==> src/core/jie_pkg.sv <==
package jie_pkg;
   // quarter phases of one instruction cycle
   localparam logic [1:0] PH_Q1 = 2'h0;
   localparam logic [1:0] PH_Q2 = 2'h1;
   localparam logic [1:0] PH_Q3 = 2'h2;
   localparam logic [1:0] PH_Q4 = 2'h3;

   // opcode patterns and instruction fields
   localparam logic [7:0] OPC_JUMP = 8'hEF;
   localparam logic [5:0] OPC_INC = 6'h0A;
   localparam logic [3:0] JUMP_PREFIX = 4'hF;
   localparam int OPC_JUMP_LSB = 8;
   localparam int OPC_INC_LSB = 10;
   localparam int PREFIX_LSB = 12;
   localparam int DEST_BIT = 9;
   localparam int BANK_BIT = 8;

   // data addressing
   localparam logic [7:0] INDEX_LIMIT = 8'h5F;
   localparam logic [7:0] ACC_SPLIT = 8'h60;
   localparam logic [3:0] ACC_HI_PAGE = 4'hF;
   localparam logic [3:0] ACC_LO_PAGE = 4'h0;

   // flag bit positions
   localparam int FLG_C = 0;
   localparam int FLG_DC = 1;
   localparam int FLG_Z = 2;
   localparam int FLG_OV = 3;
   localparam int FLG_N = 4;

   // register map, byte addresses
   localparam logic [3:0] REG_CTRL = 4'h0;
   localparam logic [3:0] REG_STATUS = 4'h4;
   localparam logic [3:0] REG_PC = 4'h8;
   localparam logic [3:0] REG_ACC = 4'hC;
   localparam int CTRL_EXT_BIT = 0;
   localparam int CTRL_BANK_LSB = 8;

   // reset values and steps
   localparam logic [20:0] PC_RST = 21'h00_0000;
   localparam logic [20:0] PC_STEP = 21'h00_0002;
   localparam logic [4:0] FLAGS_RST = 5'h00;
   localparam logic [7:0] ACC_RST = 8'h00;
   localparam logic [3:0] BANK_RST = 4'h0;
   localparam logic [15:0] WORD_RST = 16'h0000;

   typedef enum logic {ST_EXEC, ST_IDLE} jie_state_type;

   // first word of the two-word jump
   function automatic logic is_jump(input logic [15:0] w);
      return w[15:OPC_JUMP_LSB] == OPC_JUMP;
   endfunction

   // single-word increment
   function automatic logic is_inc(input logic [15:0] w);
      return w[15:OPC_INC_LSB] == OPC_INC;
   endfunction

   // data address from bank bit, bank pointer and indexed mode
   function automatic logic [11:0] data_addr(input logic [15:0] w, input logic [3:0] bank,
                                             input logic ext, input logic [11:0] base);
      logic [7:0] f;
      f = w[7:0];
      if (w[BANK_BIT]) begin
         return {bank, f};
      end else if (ext && f <= INDEX_LIMIT) begin
         return 12'(base + {4'h0, f});
      end else if (f >= ACC_SPLIT) begin
         return {ACC_HI_PAGE, f};
      end else begin
         return {ACC_LO_PAGE, f};
      end
   endfunction
endpackage

==> src/core/jie_exec.sv <==
// Overview of operation
// RQ1: a jump is two words, EFh plus literal bits 7..0, then prefix Fh plus literal bits 19..8; the code never checks the Fh prefix.
// RQ2: a jump loads the 20-bit literal into pc bits 20..1 and leaves every flag alone.
// RQ3: a jump takes two cycles, low byte in Q2, high bits and pc write in Q4, then an idle cycle.
// RQ4: opcode 001010 with dest bit, bank bit and 8-bit address increments that register.
// RQ5: dest bit 0 sends the result to the accumulator, dest bit 1 back to the register.
// RQ6: bank bit 0 selects the fixed access bank, bank bit 1 pairs the bank pointer with the address.
// RQ7: with bank bit 0 and extended mode on, addresses up to 5Fh are offsets from the index base.
// RQ8: the increment sets carry, half carry, negative, overflow and zero; FFh wraps with Z, C, DC.
// RQ9: the increment is one word, one cycle: decode Q1, read Q2, compute Q3, write Q4.
//
// Decided for this implementation: the Avalon-MM interface to the registers and the register offsets.
module jie_exec import jie_pkg::*; (
   input wire logic sys_clk_in,
   input wire logic rstn_in,
   input wire logic [3:0] avs_address_in,
   input wire logic avs_read_in,
   input wire logic avs_write_in,
   input wire logic [31:0] avs_writedata_in,
   input wire logic [3:0] avs_byteenable_in,
   output logic [31:0] avs_readdata_out,
   output logic avs_waitrequest_out,
   input wire logic [15:0] instr_word_in,
   input wire logic [15:0] next_word_in,
   input wire logic [11:0] index_base_in,
   input wire logic [7:0] dmem_rdata_in,
   output logic [11:0] dmem_addr_out,
   output logic dmem_rd_out,
   output logic dmem_wr_out,
   output logic [7:0] dmem_wdata_out,
   output logic [20:0] pc_out,
   output logic [7:0] acc_out,
   output logic [4:0] flags_out,
   output logic [1:0] phase_out,
   output logic idle_out
);
   logic [1:0] q_r;
   jie_state_type state_r;
   logic [15:0] ir_r;
   logic [7:0] lit_lo_r;
   logic [7:0] opnd_r;
   logic [20:0] pc_r;
   logic [7:0] acc_r;
   logic [4:0] flags_r;
   logic [11:0] dmem_addr_r;
   logic dmem_rd_r;
   logic dmem_wr_r;
   logic [7:0] dmem_wdata_r;
   logic ext_r;
   logic [3:0] bank_r;
   logic wait_r;
   logic [31:0] readdata_r;
   logic [7:0] alu_result;
   logic [4:0] alu_flags;
   logic bus_wr;
   logic acc_wr;

   assign bus_wr = avs_write_in & ~wait_r;
   assign acc_wr = bus_wr && avs_address_in == REG_ACC && avs_byteenable_in[0];

   jie_inc_alu u_alu (
      .opnd_in(opnd_r),
      .result_out(alu_result),
      .flags_out(alu_flags)
   );

   // quarter phase counter, free running
   always_ff @(posedge sys_clk_in or negedge rstn_in) begin
      if (!rstn_in) begin
         q_r <= PH_Q1;
      end else begin
         q_r <= q_r + 2'h1;
      end
   end

   // instruction register, cleared during the idle cycle
   always_ff @(posedge sys_clk_in or negedge rstn_in) begin
      if (!rstn_in) begin
         ir_r <= WORD_RST;
      end else if (q_r == PH_Q1) begin
         ir_r <= (state_r == ST_EXEC) ? instr_word_in : WORD_RST; // RQ3
      end
   end

   // low literal byte taken in Q2
   always_ff @(posedge sys_clk_in or negedge rstn_in) begin
      if (!rstn_in) begin
         lit_lo_r <= 8'h00;
      end else if (q_r == PH_Q2 && is_jump(ir_r)) begin
         lit_lo_r <= ir_r[7:0]; // RQ1
      end
   end

   // pc write in Q4 and cycle sequencing
   always_ff @(posedge sys_clk_in or negedge rstn_in) begin
      if (!rstn_in) begin
         pc_r <= PC_RST;
         state_r <= ST_EXEC;
      end else if (q_r == PH_Q4) begin
         if (is_jump(ir_r)) begin
            pc_r <= {next_word_in[11:0], lit_lo_r, 1'b0}; // RQ2
            state_r <= ST_IDLE; // RQ3
         end else if (state_r == ST_IDLE) begin
            state_r <= ST_EXEC;
         end else begin
            pc_r <= pc_r + PC_STEP;
         end
      end
   end

   // data read issued for Q2, operand captured at end of Q2
   always_ff @(posedge sys_clk_in or negedge rstn_in) begin
      if (!rstn_in) begin
         dmem_rd_r <= 1'b0;
         dmem_addr_r <= 12'h000;
         opnd_r <= 8'h00;
      end else begin
         case (q_r)
            PH_Q1: begin
               if (state_r == ST_EXEC && is_inc(instr_word_in)) begin
                  dmem_rd_r <= 1'b1; // RQ9
                  dmem_addr_r <= data_addr(instr_word_in, bank_r, ext_r, index_base_in); // RQ6 RQ7
               end
            end
            PH_Q2: begin
               dmem_rd_r <= 1'b0;
               if (is_inc(ir_r)) begin
                  opnd_r <= dmem_rdata_in; // RQ4
               end
            end
            default: begin
               dmem_rd_r <= 1'b0;
            end
         endcase
      end
   end

   // register write back during Q4
   always_ff @(posedge sys_clk_in or negedge rstn_in) begin
      if (!rstn_in) begin
         dmem_wr_r <= 1'b0;
         dmem_wdata_r <= 8'h00;
      end else if (q_r == PH_Q3 && is_inc(ir_r) && ir_r[DEST_BIT]) begin
         dmem_wr_r <= 1'b1; // RQ5
         dmem_wdata_r <= alu_result;
      end else begin
         dmem_wr_r <= 1'b0;
      end
   end

   // accumulator: core write in Q4 wins over the bus
   always_ff @(posedge sys_clk_in or negedge rstn_in) begin
      if (!rstn_in) begin
         acc_r <= ACC_RST;
      end else if (q_r == PH_Q4 && is_inc(ir_r) && !ir_r[DEST_BIT]) begin
         acc_r <= alu_result; // RQ5
      end else if (acc_wr) begin
         acc_r <= avs_writedata_in[7:0];
      end
   end

   // flags change only on an increment
   always_ff @(posedge sys_clk_in or negedge rstn_in) begin
      if (!rstn_in) begin
         flags_r <= FLAGS_RST;
      end else if (q_r == PH_Q4 && is_inc(ir_r)) begin
         flags_r <= alu_flags; // RQ8
      end
   end

   // control register, byte lanes 0 and 1
   always_ff @(posedge sys_clk_in or negedge rstn_in) begin
      if (!rstn_in) begin
         ext_r <= 1'b0;
         bank_r <= BANK_RST;
      end else if (bus_wr && avs_address_in == REG_CTRL) begin
         if (avs_byteenable_in[0]) begin
            ext_r <= avs_writedata_in[CTRL_EXT_BIT]; // RQ7
         end
         if (avs_byteenable_in[1]) begin
            bank_r <= avs_writedata_in[CTRL_BANK_LSB +: 4]; // RQ6
         end
      end
   end

   // waitrequest drops one cycle after a request
   always_ff @(posedge sys_clk_in or negedge rstn_in) begin
      if (!rstn_in) begin
         wait_r <= 1'b1;
      end else begin
         wait_r <= ~((avs_read_in | avs_write_in) & wait_r);
      end
   end

   // read data, unmapped reads give zero
   always_ff @(posedge sys_clk_in or negedge rstn_in) begin
      if (!rstn_in) begin
         readdata_r <= 32'h0000_0000;
      end else if (avs_read_in && wait_r) begin
         case (avs_address_in)
            REG_CTRL: readdata_r <= {20'h0_0000, bank_r, 7'h00, ext_r};
            REG_STATUS: readdata_r <= {22'h00_0000, state_r == ST_IDLE, q_r == PH_Q1, 3'h0, flags_r};
            REG_PC: readdata_r <= {11'h000, pc_r};
            REG_ACC: readdata_r <= {24'h00_0000, acc_r};
            default: readdata_r <= 32'h0000_0000;
         endcase
      end
   end

   assign avs_readdata_out = readdata_r;
   assign avs_waitrequest_out = wait_r;
   assign dmem_addr_out = dmem_addr_r;
   assign dmem_rd_out = dmem_rd_r;
   assign dmem_wr_out = dmem_wr_r;
   assign dmem_wdata_out = dmem_wdata_r;
   assign pc_out = pc_r;
   assign acc_out = acc_r;
   assign flags_out = flags_r;
   assign phase_out = q_r;
   assign idle_out = state_r;
endmodule

==> src/core/jie_inc_alu.sv <==
module jie_inc_alu import jie_pkg::*; (
   input wire logic [7:0] opnd_in,
   output logic [7:0] result_out,
   output logic [4:0] flags_out
);
   logic [8:0] sum;
   logic [4:0] half;

   // add one, carry out of bit 7 and bit 3
   always_comb begin
      sum = {1'b0, opnd_in} + 9'h001;
      half = {1'b0, opnd_in[3:0]} + 5'h01;
      result_out = sum[7:0];
      flags_out = FLAGS_RST;
      flags_out[FLG_C] = sum[8]; // RQ8
      flags_out[FLG_DC] = half[4]; // RQ8
      flags_out[FLG_Z] = sum[7:0] == 8'h00; // RQ8
      flags_out[FLG_OV] = ~opnd_in[7] & sum[7]; // RQ8
      flags_out[FLG_N] = sum[7]; // RQ8
   end
endmodule

==> config.mk <==
export PLATFORM = sky130hd
export DESIGN_NAME = jie_exec
export DESIGN_NICKNAME = d
export VERILOG_FILES = /design/src/core/jie_pkg.sv /design/src/core/jie_exec.sv /design/src/core/jie_inc_alu.sv
export SDC_FILE = /design/constraint.sdc
export NUM_CORES = 1
export LEC_CHECK = 0
export BUFFER_PORTS_ARGS = -buffer_cell sky130_fd_sc_hd__buf_4
export CAP_MARGIN = 30
export CORE_MARGIN = 1.5
export CORE_UTILIZATION = 56
export CTS_CLUSTER_DIAMETER = 80
export DETAILED_ROUTE_END_ITERATION = 8
export GPL_TIMING_DRIVEN = 0
export PLACE_DENSITY = 0.95
export SLEW_MARGIN = 15
export SYNTH_ARGS = -nofsm -noshare
export SYNTH_HDL_FRONTEND = slang
export SYNTH_SLANG_ARGS = --single-unit
==> constraint.sdc <==
create_clock -name sys_clk_in -period 4.1 [get_ports sys_clk_in]
set_clock_uncertainty 0.15 [all_clocks]
set_input_delay 0.41 -clock sys_clk_in [delete_from_list [all_inputs] [get_ports sys_clk_in]]
set_output_delay 0.41 -clock sys_clk_in [all_outputs]
set_load 0.01 [all_outputs]
==> results.py, run 1 <==
metrics = {
    "clock_network": {
        "root_buffer": "clkbuf_8",
        "clkTransAtPathRegs_ns": 0.06,
        "cts_max_path_buffers": 2,
        "clock-sinks": 117,
        "clk_latency_ns": 0.54,
        "tritoncts": "yes",
        "cts.htree.levels": 4,
        "cts_made_buffers": 17,
        "cts-resized-gates": 0,
    },
    "global_route": {
        "grt_use_total_pct": 36.9,
        "grt_pass1_vias": 6176,
        "antenna_found_initial": 0,
        "gr-total-overflow": 0,
        "grt_pass1_wl_microns": 31900,
        "grt_max_degree": 76,
    },
    "yosys": {
        "syn_inst": 633,
        "synth_ff_type": "dfrtp_1",
        "synth_cell_type_count": 53,
        "synth_simple_gate_area_share_pct": 15.9,
        "synthMuxAreaShare_pct": 7.37,
        "synth_area_sq_mm": 0.00599,
        "ys_seq_area_share_pct": 48.9,
        "synth_top_family_by_area": "compound AO/OA/AOI/OAI gates",
        "synthAdderAreaFrac_pct": 3.47,
        "synth-edff-count": 0,
        "synth_seq_cells": 117,
        "async_reset_ff_share_pct": 100,
        "syn_area_per_cell_sq_um": 9.47,
        "synth_compound_area_share_pct": 17.0,
        "synth_xor_area_share_pct": 1.90,
        "yosys_warnings": 0,
    },
    "timing": {
        "setup_tns_ns": 0,
        "final_max_slew_viol_count": 0,
        "fmax_ghz": 0.403,
        "setup_viol": 0,
        "finalCritPeriodShare_pct": 60.5,
        "fin_hold_ws_ns": 0.00433,
        "rsz0062_at_grt": "false",
        "period_needed_ns": 2.48,
        "tightest_slew_ns": 0.598,
        "finalHoldViolations": 0,
        "relSlewSlack_pct": 60.1,
    },
    "final_layout": {
        "seqCellArea_sq_mm": 0.00293,
        "n_fill_cell": 592,
        "layout_commonest_cell": "buf_4",
        "final_cell_mix": "buf_4, dfrtp_1, nand2_1",
        "diodes": 0,
        "area_growth_pct": 37.7,
        "final_nets": 950,
        "drive_above_1_share_pct": 27.8,
        "multi_input_area_sq_mm": 0.00278,
    },
    "worst_setup_path": {
        "path_buf_inv": 3,
        "cp_data_required_time_ns": 4.40,
        "setup.worst_path.class": "input port to flop",
        "cp_max_fo": 3,
        "cp-end-kind": "flop",
        "cp_top_family": "buffers and inverters",
        "worst_path_largest_cell_delay_ns": 0.53,
        "arrival_ns": 2.78,
        "start_kind": "input port",
        "crit_slowest_cell": "dlygate4sd3_1",
        "worstPathCellList": "dlygate4sd3_1, buf_4, ha_1, inv_1, fa_1, nor2b_1, o2111ai_1, a21oi_1, nor2_1, xor2_1, o21ai_0",
    },
    "power_and_ir_drop": {
        "p_leak_nw": 4.01,
        "cellPowerDensity_mw_per_mm2": 428,
        "power.total_mw": 3.53,
        "ir_drop_mv": 0.301,
    },
    "drt": {
        "ant_nets": 0,
        "avgRoutedWirePerCell_microns": 20.7,
        "vias": 6183,
        "dr.pass1.iters": 8,
        "drc": 0,
        "drt-initial-drc-count": 662,
        "routed_wl_microns": 20400,
        "vias_per_cell": 6.26,
    },
    "die": {
        "dieWidth_microns": 106,
        "die_height_microns": 106,
        "start_util_pct": 57.8,
        "rows": 37,
        "die_area_sq_mm": 0.0113,
        "pin_count": 188,
        "core_sq_mm": 0.0104,
    },
    "placement": {
        "hpwlAfterDp_microns": 12400,
        "portBuffers": 148,
        "routabilityCongestion": 0.965,
    },
    "hold_path": {
        "min_path_type": "input port to flop",
    },
    "flow_run": {
        "drv_cap": 0,
    },
    "run_status": {
        "status": "completed",
    },
}
worst min-delay path: stages:
cell and delay [ns]:
buf_4 0.09, nand2_1 0.06, o21ai_0 0.09
sequential cells by signal (all words and copies together), names as in the netlist, 2 cells and up:
signal,flops
avs_readdata_out,21
pc_out,20
ir_r,16
dmem_addr_out,12
acc_out,8
dmem_wdata_out,8
lit_lo_r,8
opnd_r,8
flags_out,5
bank_r,4
phase_out,2
routing by layer:
layer	wire length (microns)	track usage [%]	vias up
li1	-	-	2618
met1	7120	43.9	2873
met3	2140	8.65	149
met4	1290	20.4	0
met2	9870	61.8	543
met5	0	0	-
Yosys cell counts, drive strengths merged, types with 9 or more instances:
master	n	share of area, %
dfrtp	116	48
nand2	104	6.6
o21ai	78	6.5
a21oi	51	4.3
inv	28	1.8
nor2	27	1.9
mux2	25	4.7
buf	24	2.8
nand3	22	1.8
mux2i	16	2.7
ha	15	3.1
clkbuf	14	0.88
nor3	11	1.3
a22o	9	1.3
o22ai	9	0.94
cell type report:
class	instances	share of cell area [%]
Inverter	28	1.27
Multi-Input combinational cell	461	33.7
Clock inverter	12	2.43
Clock buffer	20	5.40
Buffer	38	2.64
Sequential cell	117	35.5
Tap cell	136	2.06
Timing Repair Buffer	175	17.0
per-stage QoR:
stage                     instances  worst slack, ns  instance area [sq um]  utilization, %
final                           987             1.62                   8250            79.6
after global routing            987             1.51                   8250            79.6
after CTS                       984             1.67                   8220            79.3
after detailed placement        929             1.66                   7350            70.8
after global placement          928             1.77                   7320            70.5
after floorplan                 644             2.01                   6030               -
report_power, final:
part	total [mW]	switching [mW]	internal [mW]
Clock	1.63	0.552	1.08
Combinational	0.540	0.276	0.264
Sequential	1.36	0.118	1.24
kinds of logic (layout without fill, tap and decap cells):
kind of cell | after synthesis | after routing
flops | 117 | 117
fa+ha+maj | 16 | 16
simple gates | 202 | 202
mux | 41 | 41
compound gates | 177 | 177
xor+xnor | 13 | 13
buf+inv | 66 | 273
other cells | 1 | 12
final timing paths:
kind | slack (ns) | to | from | depth (start not counted)
max | 1.62 | dmem_addr_out[8] | instr_word_in[0] | 11
min | 0.004 | ir_r[10] | instr_word_in[10] | 3
max reg2reg | 1.81 | pc_out[17] | pc_out[1] | 7
min reg2reg | 0.34 | avs_readdata_out[4] | avs_readdata_out[4] | 2
max in group asynchronous | 2.88 | lit_lo_r[0] | rstn_in | 3
min in group asynchronous | 0.21 | avs_readdata_out[2] | rstn_in | 2
timing repair:
action | CTS | global route
setup endpoints to repair | 0 | 0
hold endpoints to repair | 63 | 3
hold buffers | 23 | 3
buffers inserted | 0 | 0
(Power assumes the default switching activity.)
==> inputs of run 2 (changes only) <==
--- a/config.mk
+++ b/config.mk
@@ -8,11 +8,11 @@
 export BUFFER_PORTS_ARGS = -buffer_cell sky130_fd_sc_hd__buf_4
 export CAP_MARGIN = 30
 export CORE_MARGIN = 1.5
-export CORE_UTILIZATION = 56
+export CORE_UTILIZATION = 47
 export CTS_CLUSTER_DIAMETER = 80
 export DETAILED_ROUTE_END_ITERATION = 8
 export GPL_TIMING_DRIVEN = 0
-export PLACE_DENSITY = 0.95
+export PLACE_DENSITY = 0.86
 export SLEW_MARGIN = 15
 export SYNTH_ARGS = -nofsm -noshare
 export SYNTH_HDL_FRONTEND = slang
==> constraint.sdc (replaced) <==
create_clock -name sys_clk_in -period 2.1 [get_ports sys_clk_in]
set_clock_uncertainty 0.15 [all_clocks]
set_input_delay 0.21 -clock sys_clk_in [delete_from_list [all_inputs] [get_ports sys_clk_in]]
set_output_delay 0.21 -clock sys_clk_in [all_outputs]
set_load 0.01 [all_outputs]
==> run 2 against run 1 <==
Sequential share of layout area decreased by 1.1 points. Worst hold slack improved by 0.010 ns. Utilization decreased by 12 points. First-iteration DRC count is 25% lower. Sequential cell count stayed put. Non-clock buffer count is 25 higher. Via count fell by 7.0%. Die area is 19% higher. Count of clock-buffer cells in the layout is 2 lower. Combinational power rose by 93%. Critical path type is now flop to flop. Largest power group unchanged.
==> results.py, run 2 (same netlist as run 1, synthesis figures left out) <==
metrics = {
    "power_and_ir_drop": {
        "power.total_mw": 6.56,
        "p_leak_nw": 4.09,
        "clockPowerShare_pct": 43.9,
        "comb_power_share_pct": 15.9,
        "p_sw_share_pct": 27.5,
        "cellPowerDensity_mw_per_mm2": 771,
        "seqPwrFrac_pct": 40.2,
        "internal-power_mw": 4.76,
        "p_switching_mw": 1.80,
        "ir_drop_mv": 0.465,
    },
    "final_layout": {
        "fin_util_pct": 68.0,
        "final_cell_mix": "buf_4, dfrtp_1, nand2_1",
        "area_growth_pct": 42.0,
        "drive_above_1_share_pct": 27.9,
        "layout_commonest_cell": "buf_4",
        "largest_reg_flops": 21,
        "diodes": 0,
        "fin_area_sq_mm": 0.00851,
        "final_cells": 1048,
        "final_nets": 975,
    },
    "worst_setup_path": {
        "crit_slowest_cell": "dlygate4sd3_1",
        "start_kind": "flop",
        "worst_path_largest_cell_delay_ns": 0.58,
        "setup.worst_path.class": "flop to flop",
        "cp.depth": 4,
        "arrival_ns": 2.20,
        "path_buf_inv": 1,
        "cp_max_fo": 6,
        "cp-end-kind": "flop",
        "cp_top_family": "buffers and inverters",
        "cp_data_required_time_ns": 2.28,
        "reg2regPathDepth": 4,
        "worstPathCellList": "nand3_1, or3_1, dlygate4sd3_1, o21ai_0",
    },
    "clock_network": {
        "clock-sinks": 117,
        "cts.htree.levels": 4,
        "root_buffer": "clkbuf_16",
        "tritoncts": "yes",
        "clkTransAtPathRegs_ns": 0.06,
        "cts_max_path_buffers": 2,
        "cts_made_buffers": 17,
        "clk_latency_ns": 0.41,
    },
    "timing": {
        "rsz0062_at_grt": "false",
        "final_max_slew_viol_count": 0,
        "setup_tns_ns": 0,
        "finalHoldViolations": 0,
        "setup_viol": 0,
        "relSlewSlack_pct": 64.7,
        "fmax_ghz": 0.497,
        "tightest_slew_ns": 0.529,
        "finalCritPeriodShare_pct": 95.8,
        "period_needed_ns": 2.01,
    },
    "global_route": {
        "grt_use_total_pct": 26.9,
        "grt_max_degree": 67,
        "gr-total-overflow": 0,
        "antenna_found_initial": 0,
        "grt_pass1_vias": 5796,
        "grt_pass1_wl_microns": 28000,
    },
    "drt": {
        "route.met2.wl_microns": 8680,
        "ant_nets": 0,
        "avgRoutedWirePerCell_microns": 16.9,
        "drt-initial-drc-count": 498,
        "vias_per_cell": 5.49,
        "drc": 0,
        "dr.pass1.iters": 5,
        "top_layer": "met4",
        "met1_length_microns": 7300,
        "wl_met3_microns": 1330,
        "routed_wl_microns": 17700,
        "vias": 5752,
    },
    "die": {
        "rows": 41,
        "die_height_microns": 116,
        "pin_count": 188,
        "dieWidth_microns": 116,
        "start_util_pct": 47.9,
        "die_area_sq_mm": 0.0134,
        "core_sq_mm": 0.0125,
    },
    "flow_run": {
        "drv_cap": 0,
    },
    "run_status": {
        "status": "completed",
    },
    "placement": {
        "dp.cells": 965,
        "portBuffers": 148,
        "hpwlAfterDp_microns": 12200,
        "routabilityCongestion": 0.864,
        "placed_area_sq_mm": 0.00739,
    },
    "hold_path": {
        "min_path_type": "input port to flop",
        "whs_path_depth": 3,
    },
}
[run 2: cell count changes in the layout (fill, tap and decap cells not counted), moves of 2 or more]
cell,delta
bufinv_16,-3
nor2_2,+2
clkbuf_8,-2
nor2_1,-2
clkinv_4,+4
dlygate4sd3_1,+25
dfrtp_2,+2
dfrtp_1,-2
[run 2: per-stage QoR]
| stage | setup slack (ns) | hold WS (ns) |
|---|---|---|
| 2_1_floorplan | 0.213 | -0.236 |
| 5_1_grt | 0.00256 | 0.0250 |
| 3_3_place_gp | -0.0696 | 0.218 |
| 3_5_place_dp | -0.102 | 0.0361 |
| 6_report | 0.0881 | 0.0145 |
| 4_1_cts | 0.0290 | 0.00127 |
[run 2: layout make-up]
type	instances	area, sq um
plain buffers	38	218
clock buffers	18	439
clock inverters	14	154
fillers	957	4000
inverters	28	105
multi-input cells	461	2800
flip-flops and latches	117	2930
well taps	172	215
repair buffers	200	1650
[run 2: worst register-to-register path, delay by kind of cell (launching register included)]
kind                   cells  cell delay [ns]
and+or+nand+nor            2             0.48
DFF                        1             0.57
buffers and inverters      1             0.58
AOI/OAI and AO/OA          1             0.15
[run 2: path summary, 6_finish.rpt]
check | end | slack, ns | from
setup / recovery | avs_readdata_out[5] | 0.09 | avs_waitrequest_out
hold / removal | pc_out[10] | 0.01 | next_word_in[1]
setup reg to reg | avs_readdata_out[5] | 0.09 | avs_waitrequest_out
hold reg to reg | avs_readdata_out[10] | 0.33 | avs_readdata_out[10]
max in group asynchronous | pc_out[1] | 0.94 | rstn_in
min in group asynchronous | opnd_r[1] | 0.15 | rstn_in
[run 2: power groups by stage]
stage / sequential (mW) / combinational [mW] / clock (mW)
3_5_place_dp: 2.66 / 0.941 / 0
3_3_place_gp: 2.66 / 0.910 / 0
5_1_grt: 2.66 / 1.14 / 3.00
2_1_floorplan: 2.65 / 0.424 / 0
6_report: 2.64 / 1.04 / 2.88
4_1_cts: 2.63 / 1.03 / 2.89
[run 2: per-layer routing]
layer	up-vias	track usage (%)
met5	-	0
met4	0	10.3
met3	42	4.55
met2	306	45.9
met1	2739	34.3
li1	2665	-
[run 2: timing repair]
| item | 4_1_cts | 5_1_grt |
|---|---|---|
| setup endpoints to repair | 2 | 7 |
| hold buffers | 51 | 0 |
| buffers inserted | 0 | 0 |
| gates resized for setup | 1 | 5 |
| hold endpoints to repair | 106 | 0 |
